File: config.mk
export PLATFORM = sky130hd
export DESIGN_NAME = mcsos_clock_ctl
export DESIGN_NICKNAME = d
export VERILOG_FILES = /design/src/logic/mcsos_pkg.sv /design/src/logic/mcsos_clock_ctl.sv
export SDC_FILE = /design/constraint.sdc
export NUM_CORES = 1
export LEC_CHECK = 0
export ABC_CLOCK_PERIOD_IN_PS = 5000
export BUFFER_PORTS_ARGS = -buffer_cell sky130_fd_sc_hd__buf_2
export CORE_MARGIN = 2
export CORE_UTILIZATION = 28
export DETAILED_ROUTE_END_ITERATION = 16
export PLACE_DENSITY = 0.55
export SYNTH_ARGS = -nofsm -noshare
export SYNTH_HDL_FRONTEND = slang
export SYNTH_SLANG_ARGS = --single-unit
File: constraint.sdc
create_clock -name clock -period 5 [get_ports clock]
set_input_delay 1 -clock clock [delete_from_list [all_inputs] [get_ports clock]]
set_output_delay 1 -clock clock [all_outputs]
set_load 0.01 [all_outputs]
File: src/logic/mcsos_pkg.sv
package mcsos_pkg;
  // ****************************************
  // Register addresses
  // ****************************************
  localparam logic [15:0] ADDR_MAIN_CLOCK_MODE    = 16'hFFA1;
  localparam logic [15:0] ADDR_OSC_STAB_STATUS    = 16'hFFA3;
  localparam logic [15:0] ADDR_OSC_STAB_TIME_SEL  = 16'hFFA4;

  // ****************************************
  // Field positions and reset values
  // ****************************************
  localparam int          BIT_PERIPH_SOURCE_SEL   = 2;
  localparam int          BIT_MAIN_CLOCK_STATUS   = 1;
  localparam int          BIT_MAIN_SOURCE_SEL     = 0;
  localparam logic [7:0]  RESET_MAIN_CLOCK_MODE   = 8'h00;
  localparam logic [7:0]  RESET_OSC_STAB_STATUS   = 8'h00;
  localparam logic [2:0]  RESET_OSC_STAB_TIME_SEL = 3'h5;

  // ****************************************
  // Wait select codes and crystal cycle milestones
  // ****************************************
  localparam logic [2:0]  WAIT_SEL_A              = 3'h1;
  localparam logic [2:0]  WAIT_SEL_B              = 3'h2;
  localparam logic [2:0]  WAIT_SEL_C              = 3'h3;
  localparam logic [2:0]  WAIT_SEL_D              = 3'h4;
  localparam logic [2:0]  WAIT_SEL_E              = 3'h5;
  localparam int          STAB_COUNT_WIDTH        = 17;
  localparam logic [16:0] MILESTONE_A_CYCLES      = 17'h00800;
  localparam logic [16:0] MILESTONE_B_CYCLES      = 17'h02000;
  localparam logic [16:0] MILESTONE_C_CYCLES      = 17'h04000;
  localparam logic [16:0] MILESTONE_D_CYCLES      = 17'h08000;
  localparam logic [16:0] MILESTONE_E_CYCLES      = 17'h10000;
endpackage

File: src/logic/mcsos_clock_ctl.sv
`timescale 1ns/1ns
// What this block does
// - Reset loads main clock mode with zeros; both clocks start internal.
// - Bit 2 clear: both internal; bit 2 only: peripheral external; both: both external.
// - Bit 1 is read-only status: 1 when main clock runs external.
// - Peripheral source bit accepts one change per reset; later writes ignored.
// - Watchdog and slow-clock timer stay on slow internal clock always.
// - Status cleared on reset, STOP execution, and crystal halt set.
// - Status bits set in thermometer order at 2^11..2^16 crystal cycles, sticky.
// - Counter stops at selected wait; only milestones up to it set.
// - Status register read-only, bits 7..5 read zero, writes ignored.
// - Wait codes 1..5 map to 2^11, 2^13, 2^14, 2^15, 2^16 cycles.
// - Wait select resets to 05H and takes byte writes only.
// - On crystal CPU clock, hold CPU after STOP release until wait elapses.
// - Counting starts only once crystal oscillation actually runs.
module mcsos_clock_ctl (
  input  wire logic       clock,
  input  wire logic       resetn,
  input  wire logic [15:0] cpu_addr,
  input  wire logic       cpu_wr,
  input  wire logic       cpu_wr_bit,
  input  wire logic [2:0] cpu_bit_index,
  input  wire logic [7:0] cpu_wdata,
  input  wire logic       cpu_rd,
  output logic      [7:0] cpu_rdata,
  input  wire logic       crystal_clock,
  input  wire logic       crystal_osc_running,
  input  wire logic       crystal_osc_halt,
  input  wire logic       stop_exec,
  input  wire logic       stop_release,
  input  wire logic       main_mux_ack,
  output logic            main_use_high_speed,
  output logic            periph_use_high_speed,
  output logic            wdt_on_slow_clock,
  output logic            cpu_hold
);
  import mcsos_pkg::*;

  logic                        main_sel;
  logic                        periph_sel;
  logic                        periph_locked;
  logic                        main_clock_status;
  logic [2:0]                  time_sel;
  logic [4:0]                  stab_status;
  logic [STAB_COUNT_WIDTH-1:0] stab_count;
  logic [2:0]                  x1_sync;
  logic [1:0]                  run_sync;
  logic [1:0]                  ack_sync;
  logic                        x1_edge;
  logic                        stab_clear;
  logic                        mode_wr;
  logic [7:0]                  mode_wdata;
  logic [STAB_COUNT_WIDTH-1:0] wait_limit;

  // ****************************************
  // Helpers
  // ****************************************
  function automatic logic [STAB_COUNT_WIDTH-1:0] wait_cycles(input logic [2:0] sel);
    unique case (sel)
      WAIT_SEL_A: wait_cycles = MILESTONE_A_CYCLES;
      WAIT_SEL_B: wait_cycles = MILESTONE_B_CYCLES;
      WAIT_SEL_C: wait_cycles = MILESTONE_C_CYCLES;
      WAIT_SEL_D: wait_cycles = MILESTONE_D_CYCLES;
      // Prohibited codes fall back to the longest wait
      default:    wait_cycles = MILESTONE_E_CYCLES;
    endcase
  endfunction

  function automatic logic [4:0] milestones(input logic [STAB_COUNT_WIDTH-1:0] cnt);
    milestones = {cnt >= MILESTONE_A_CYCLES, cnt >= MILESTONE_B_CYCLES, cnt >= MILESTONE_C_CYCLES,
                  cnt >= MILESTONE_D_CYCLES, cnt >= MILESTONE_E_CYCLES};
  endfunction

  assign wait_limit = wait_cycles(time_sel);
  assign x1_edge    = x1_sync[1] & ~x1_sync[2];
  assign stab_clear = stop_exec | crystal_osc_halt;
  assign mode_wr    = cpu_wr && cpu_addr == ADDR_MAIN_CLOCK_MODE;
  assign mode_wdata = cpu_wr_bit ? (8'h00 | (8'h01 << cpu_bit_index)) & cpu_wdata
                                   | ~(8'h01 << cpu_bit_index)
                                     & {5'h00, periph_sel, main_clock_status, main_sel}
                                 : cpu_wdata;

  // ****************************************
  // Input synchronisers
  // ****************************************
  always_ff @(posedge clock) begin
    if (!resetn) begin
      x1_sync  <= 3'h0;
      run_sync <= 2'h0;
      ack_sync <= 2'h0;
    end else begin
      x1_sync  <= {x1_sync[1:0], crystal_clock};
      run_sync <= {run_sync[0], crystal_osc_running};
      ack_sync <= {ack_sync[0], main_mux_ack};
    end
  end

  // ****************************************
  // Main clock mode register
  // ****************************************
  always_ff @(posedge clock) begin
    if (!resetn) begin
      main_sel      <= RESET_MAIN_CLOCK_MODE[BIT_MAIN_SOURCE_SEL];
      periph_sel    <= RESET_MAIN_CLOCK_MODE[BIT_PERIPH_SOURCE_SEL];
      periph_locked <= 1'b0;
    end else if (mode_wr) begin
      main_sel <= mode_wdata[BIT_MAIN_SOURCE_SEL];
      if (!periph_locked && mode_wdata[BIT_PERIPH_SOURCE_SEL] != periph_sel) begin
        periph_sel    <= mode_wdata[BIT_PERIPH_SOURCE_SEL];
        periph_locked <= 1'b1;
      end
    end
  end

  // Selects are driven from flops so the external mux sees clean levels
  always_ff @(posedge clock) begin
    if (!resetn) begin
      main_use_high_speed   <= 1'b0;
      periph_use_high_speed <= 1'b0;
      wdt_on_slow_clock     <= 1'b1;
      main_clock_status     <= 1'b0;
    end else begin
      main_use_high_speed   <= periph_sel & main_sel;
      periph_use_high_speed <= periph_sel;
      wdt_on_slow_clock     <= 1'b1;
      // Status waits for the mux, which switches only on safe clock phases
      main_clock_status     <= ack_sync[1];
    end
  end

  // ****************************************
  // Stabilization time select register
  // ****************************************
  always_ff @(posedge clock) begin
    if (!resetn) begin
      time_sel <= RESET_OSC_STAB_TIME_SEL;
    end else if (cpu_wr && !cpu_wr_bit && cpu_addr == ADDR_OSC_STAB_TIME_SEL) begin
      time_sel <= cpu_wdata[2:0];
    end
  end

  // ****************************************
  // Stabilization counter and status
  // ****************************************
  always_ff @(posedge clock) begin
    if (!resetn || stab_clear) begin
      stab_count  <= '0;
      stab_status <= 5'h00;
    end else begin
      if (run_sync[1] && x1_edge && stab_count < wait_limit) begin
        stab_count <= stab_count + 1'b1;
      end
      stab_status <= stab_status | milestones(stab_count);
    end
  end

  // CPU hold only when the main clock really runs on the crystal
  always_ff @(posedge clock) begin
    if (!resetn) begin
      cpu_hold <= 1'b0;
    end else if (stop_release && main_clock_status) begin
      cpu_hold <= 1'b1;
    end else if (stab_count >= wait_limit) begin
      cpu_hold <= 1'b0;
    end
  end

  // ****************************************
  // Read port
  // ****************************************
  always_ff @(posedge clock) begin
    if (!resetn) begin
      cpu_rdata <= 8'h00;
    end else if (cpu_rd) begin
      unique case (cpu_addr)
        ADDR_MAIN_CLOCK_MODE:   cpu_rdata <= {5'h00, periph_sel, main_clock_status, main_sel};
        ADDR_OSC_STAB_STATUS:   cpu_rdata <= {3'h0, stab_status};
        ADDR_OSC_STAB_TIME_SEL: cpu_rdata <= {5'h00, time_sel};
        default:                cpu_rdata <= 8'h00;
      endcase
    end
  end

  // ****************************************
  // Assertions
  // ****************************************
  property p_reset_values;
    @(posedge clock) !resetn |=> (!main_sel && !periph_sel && time_sel == 3'h5 && stab_status == 5'h00);
  endproperty
  a_reset_values: assert property (p_reset_values) else $error("reset values wrong");

  property p_decode;
    @(posedge clock) disable iff (!resetn)
      1'b1 |=> (main_use_high_speed == ($past(periph_sel) & $past(main_sel)))
               && (periph_use_high_speed == $past(periph_sel));
  endproperty
  a_decode: assert property (p_decode) else $error("clock select decode wrong");

  property p_status_follows_ack;
    @(posedge clock) disable iff (!resetn)
      $rose(main_mux_ack) ##1 main_mux_ack [*3] |-> main_clock_status;
  endproperty
  a_status_follows_ack: assert property (p_status_follows_ack) else $error("status lags mux");

  property p_status_bit_readonly;
    @(posedge clock) disable iff (!resetn)
      mode_wr && ack_sync[1] == main_clock_status |=> $stable(main_clock_status);
  endproperty
  a_status_bit_readonly: assert property (p_status_bit_readonly) else $error("status bit changed");

  property p_periph_locked;
    @(posedge clock) disable iff (!resetn) periph_locked |=> $stable(periph_sel);
  endproperty
  a_periph_locked: assert property (p_periph_locked) else $error("peripheral select changed twice");

  property p_wdt_slow;
    @(posedge clock) disable iff (!resetn) ##1 wdt_on_slow_clock;
  endproperty
  a_wdt_slow: assert property (p_wdt_slow) else $error("watchdog left slow clock");

  property p_clear_on_stop;
    @(posedge clock) disable iff (!resetn) stab_clear |=> stab_status == 5'h00 && stab_count == '0;
  endproperty
  a_clear_on_stop: assert property (p_clear_on_stop) else $error("status not cleared");

  property p_thermometer;
    @(posedge clock) disable iff (!resetn)
      !stab_clear |=> (stab_status & $past(stab_status)) == $past(stab_status)
                      && stab_status inside {5'h00, 5'h10, 5'h18, 5'h1C, 5'h1E, 5'h1F};
  endproperty
  a_thermometer: assert property (p_thermometer) else $error("status not thermometer");

  property p_count_limit;
    @(posedge clock) disable iff (!resetn)
      $past(time_sel) == time_sel |-> stab_count <= wait_limit;
  endproperty
  a_count_limit: assert property (p_count_limit) else $error("counter passed wait");

  property p_status_read;
    @(posedge clock) disable iff (!resetn)
      cpu_rd && cpu_addr == ADDR_OSC_STAB_STATUS |=> cpu_rdata[7:5] == 3'h0;
  endproperty
  a_status_read: assert property (p_status_read) else $error("status high bits set");

  property p_hold_release;
    @(posedge clock) disable iff (!resetn)
      cpu_hold && stab_count >= wait_limit && !(stop_release && main_clock_status) |=> !cpu_hold;
  endproperty
  a_hold_release: assert property (p_hold_release) else $error("cpu hold not released");

  property p_no_count_idle;
    @(posedge clock) disable iff (!resetn)
      !run_sync[1] && !stab_clear |=> $stable(stab_count);
  endproperty
  a_no_count_idle: assert property (p_no_count_idle) else $error("counted before oscillation");
endmodule

==> reports/results.tsv <==
stage	metric	value	unit
status	outcome	finished, final reports clean	
floorplanning	die_y	90.9	um
drt	routed_via_density	4.72	
hold_path	hold_path_class	reg2reg	
critical_path	required	5.21	ns
floorplanning	rows	31	
cts	post-cts-setup-buffers	0	
placement	routabilityCongestion	0.783	
synth	yosys_warnings	0	
cts	numCtsBuffers	5	
cts	cts_sinks	44	
power_and_ir_drop	seq_power_share	0.592	
layout	final-seq-area	881	um2
layout	final_common_cell	dfxtp_1	
layout	drive_gt1_frac	0.205	
critical_path	r2r-start	time_sel[1]	
synth	synth-main-ff-cell	dfxtp_1	
timing	tns	0	ns
critical_path	crit_path_start	time_sel[1]	
power_and_ir_drop	switchingPower	0.000134	W
layout	n_antenna_cell	0	
floorplanning	die_w	90.9	um
synth	synth-seq-cells	44	
cts	clockBufferDepth	2	
timing	relSlewSlack	0.504	
power_and_ir_drop	p_per_area	243	nW/um2
cts	cts_hold_buf	0	
power_and_ir_drop	p_total	0.000598	W
drt	first_pass_iters	4	
drt	wl_per_cell	11.6	um
synth	seq_area_frac_synth	0.416	
cts	cts_tree	built	
timing	fin_skew	0.00607	ns
critical_path	regToRegSetupSlack	2.28	ns
global_route	grtUsageTotal	0.107	
layout	nNetsFinal	318	
drt	drtIter0Drc	60	
power_and_ir_drop	peakVddDrop	0.141	mV
cts	cts_resized	0	
drt	drc	0	
synth	yosys-top-cells-area	dfxtp_1 42%, ha_1 4.1%, nor2_1 3.4%	
timing	worstMarginPinSlew	0.742	ns
cts	clk_pin_slew	0.08	ns
hold_path	holdCritStartpoint	ack_sync[1]	
power_and_ir_drop	p_leak	0.956	nW
timing	fin_crit	2.72	ns
power_and_ir_drop	intPower	0.000464	W
synth	yosysTopAreaCellShare	0.416	
cts	root_buffer	clkbuf_8	
placement	post-dp-hpwl	3.23	mm
critical_path	critPathCaptureType	flip-flop	
cts	htree_levels	2	
timing	max_freq	368	MHz
drt	num_vias	1756	
drt	antenna_left	0	
layout	fill_cells	788	
critical_path	worst_setup_path_start_kind	flip-flop	
critical_path	path_class	reg2reg	
critical_path	crit_path_max_fanout	10	
timing	final-setup-viol-count	0	
synth	syn_inst	233	
floorplanning	start_util	0.290	
floorplanning	die_area	8270	um2
synth	async_flop_share	0	
global_route	first_global_vias	1646	
power_and_ir_drop	comb_power_share	0.054	
floorplanning	io_pins	50	
layout	layout_common_cells	44 x dfxtp_1, 40 x buf_2, 19 x nor2_1	
global_route	grt_antenna_before_repair	0	
timing	slew_viol_final	0	
layout	multi_input_area	1150	um2
global_route	grt_pass1_wl	7.34	mm
drt	wl	4.31	mm
synth	synth_edf_count	0	
power_and_ir_drop	p_clk_frac	0.353	
placement	port_buffers	40	
floorplanning	fp.coreArea	7290	um2
synth	ys_types	44	
global_route	grt_max_degree	26	
power_and_ir_drop	swShare	0.224	
synth	postSynthAreaPerCell	9.08	um2
critical_path	worstPathArrival	2.93	ns
cts	clkLatencyLatePin	0.29	ns
global_route	grt_overflow	0	
timing	fin_crit_sh	0.543	
timing	hold_viol	0	
timing	rsz0062_at_grt	no	
flow_run	cap_violations	0	
layout	area_delta_synth_final	16.5	%
synth	synth_area_leader_cell	dfxtp_1	
synth	syn_area	2120	um2
synthesized netlist by cell type (all sizes together) (6+ instances only):
| library cell | number |
|---|---|
| mux2i | 6 |
| nor2 | 19 |
| a21oi | 12 |
| ha | 7 |
| o21ai | 9 |
| nand2 | 16 |
| xor2 | 7 |
| nand3 | 7 |
| buf | 6 |
| inv | 7 |
| and2 | 10 |
| nand4 | 6 |
| nor2b | 9 |
| dfxtp | 44 |
| o211ai | 8 |
layer usage:
layer,up-vias,wire length (um),GRT usage,part of all wire
li1,911,-,-,-
met1,800,2110,0.139,0.49
met2,40,1900,0.173,0.44
met3,5,255,0.0284,0.059
met4,0,35,0.0303,0.0081
met5,-,0,0,0
power groups by stage:
| stage | combinational [W] | sequential [W] | clock [W] |
|---|---|---|---|
| 2_1_floorplan | 0.0000176 | 0.000362 | 0 |
| 3_3_place_gp | 0.0000324 | 0.000362 | 0 |
| 3_5_place_dp | 0.0000330 | 0.000363 | 0 |
| 4_1_cts | 0.0000332 | 0.000354 | 0.000223 |
| 5_1_grt | 0.0000365 | 0.000355 | 0.000237 |
| 6_report | 0.0000325 | 0.000354 | 0.000211 |
through the flow:
| stage | std cells | utilization | setup WS (ns) | hold WS [ns] | area, um2 |
|---|---|---|---|---|---|
| 2_1_floorplan | 235 | - | 2.58 | 0.412 | 2120 |
| 3_3_place_gp | 365 | 0.327 | 2.29 | 0.418 | 2380 |
| 3_5_place_dp | 365 | 0.327 | 2.27 | 0.418 | 2380 |
| 4_1_cts | 372 | 0.338 | 2.27 | 0.438 | 2460 |
| 5_1_grt | 372 | 0.338 | 2.08 | 0.457 | 2460 |
| 6_report | 372 | 0.338 | 2.28 | 0.435 | 2460 |
critical path: stages (launching register included):
cell,delay [ns]
dfxtp_1,0.43
or3b_2,0.47
ha_1,0.33
a211oi_4,0.41
o2111ai_1,0.31
or4_1,0.53
a21oi_1,0.15
path summary, 6_finish.rpt:
| check | cells past startpoint | end |
|---|---|---|
| worst max-delay path | 6 | stab_count[16] |
| worst min-delay path | 1 | main_clock_status |
| worst min register to register | 1 | main_clock_status |
| worst max register to register | 6 | stab_count[16] |
flip-flops by register name, summed over array words and instances (netlist names), named ones only:
signal,cells
stab_count,17
cpu_rdata,5
stab_status,5
time_sel,3
x1_sync,3
ack_sync,2
run_sync,2
cpu_hold,1
main_clock_status,1
main_use_high_speed,1
periph_locked,1
periph_sel,1
periph_use_high_speed,1
area by class of cell:
cell class	instances	area share
clock buffers	5	0.0279
flip-flops and latches	44	0.357
clock inverters	2	0.00508
multi-input cells	175	0.468
repair buffers	40	0.0812
well taps	99	0.0503
inverters	7	0.0107
kinds of logic (layout without fill, tap and decap cells):
| logic type | after synthesis | after routing | synth area share |
|---|---|---|---|
| buffers and inverters | 16 | 54 | 0.0426 |
| AO/OA/AOI/OAI | 47 | 47 | 0.153 |
| AND/OR/NAND/NOR | 100 | 100 | 0.268 |
| flip-flops | 44 | 44 | 0.416 |
| adder cells (fa/ha/maj) | 7 | 7 | 0.0414 |
| XOR/XNOR | 10 | 10 | 0.0414 |
| other | 2 | 4 | 0.00355 |
| multiplexers | 7 | 7 | 0.0337 |
No activity file was read; power rests on OpenSTA's default activity.
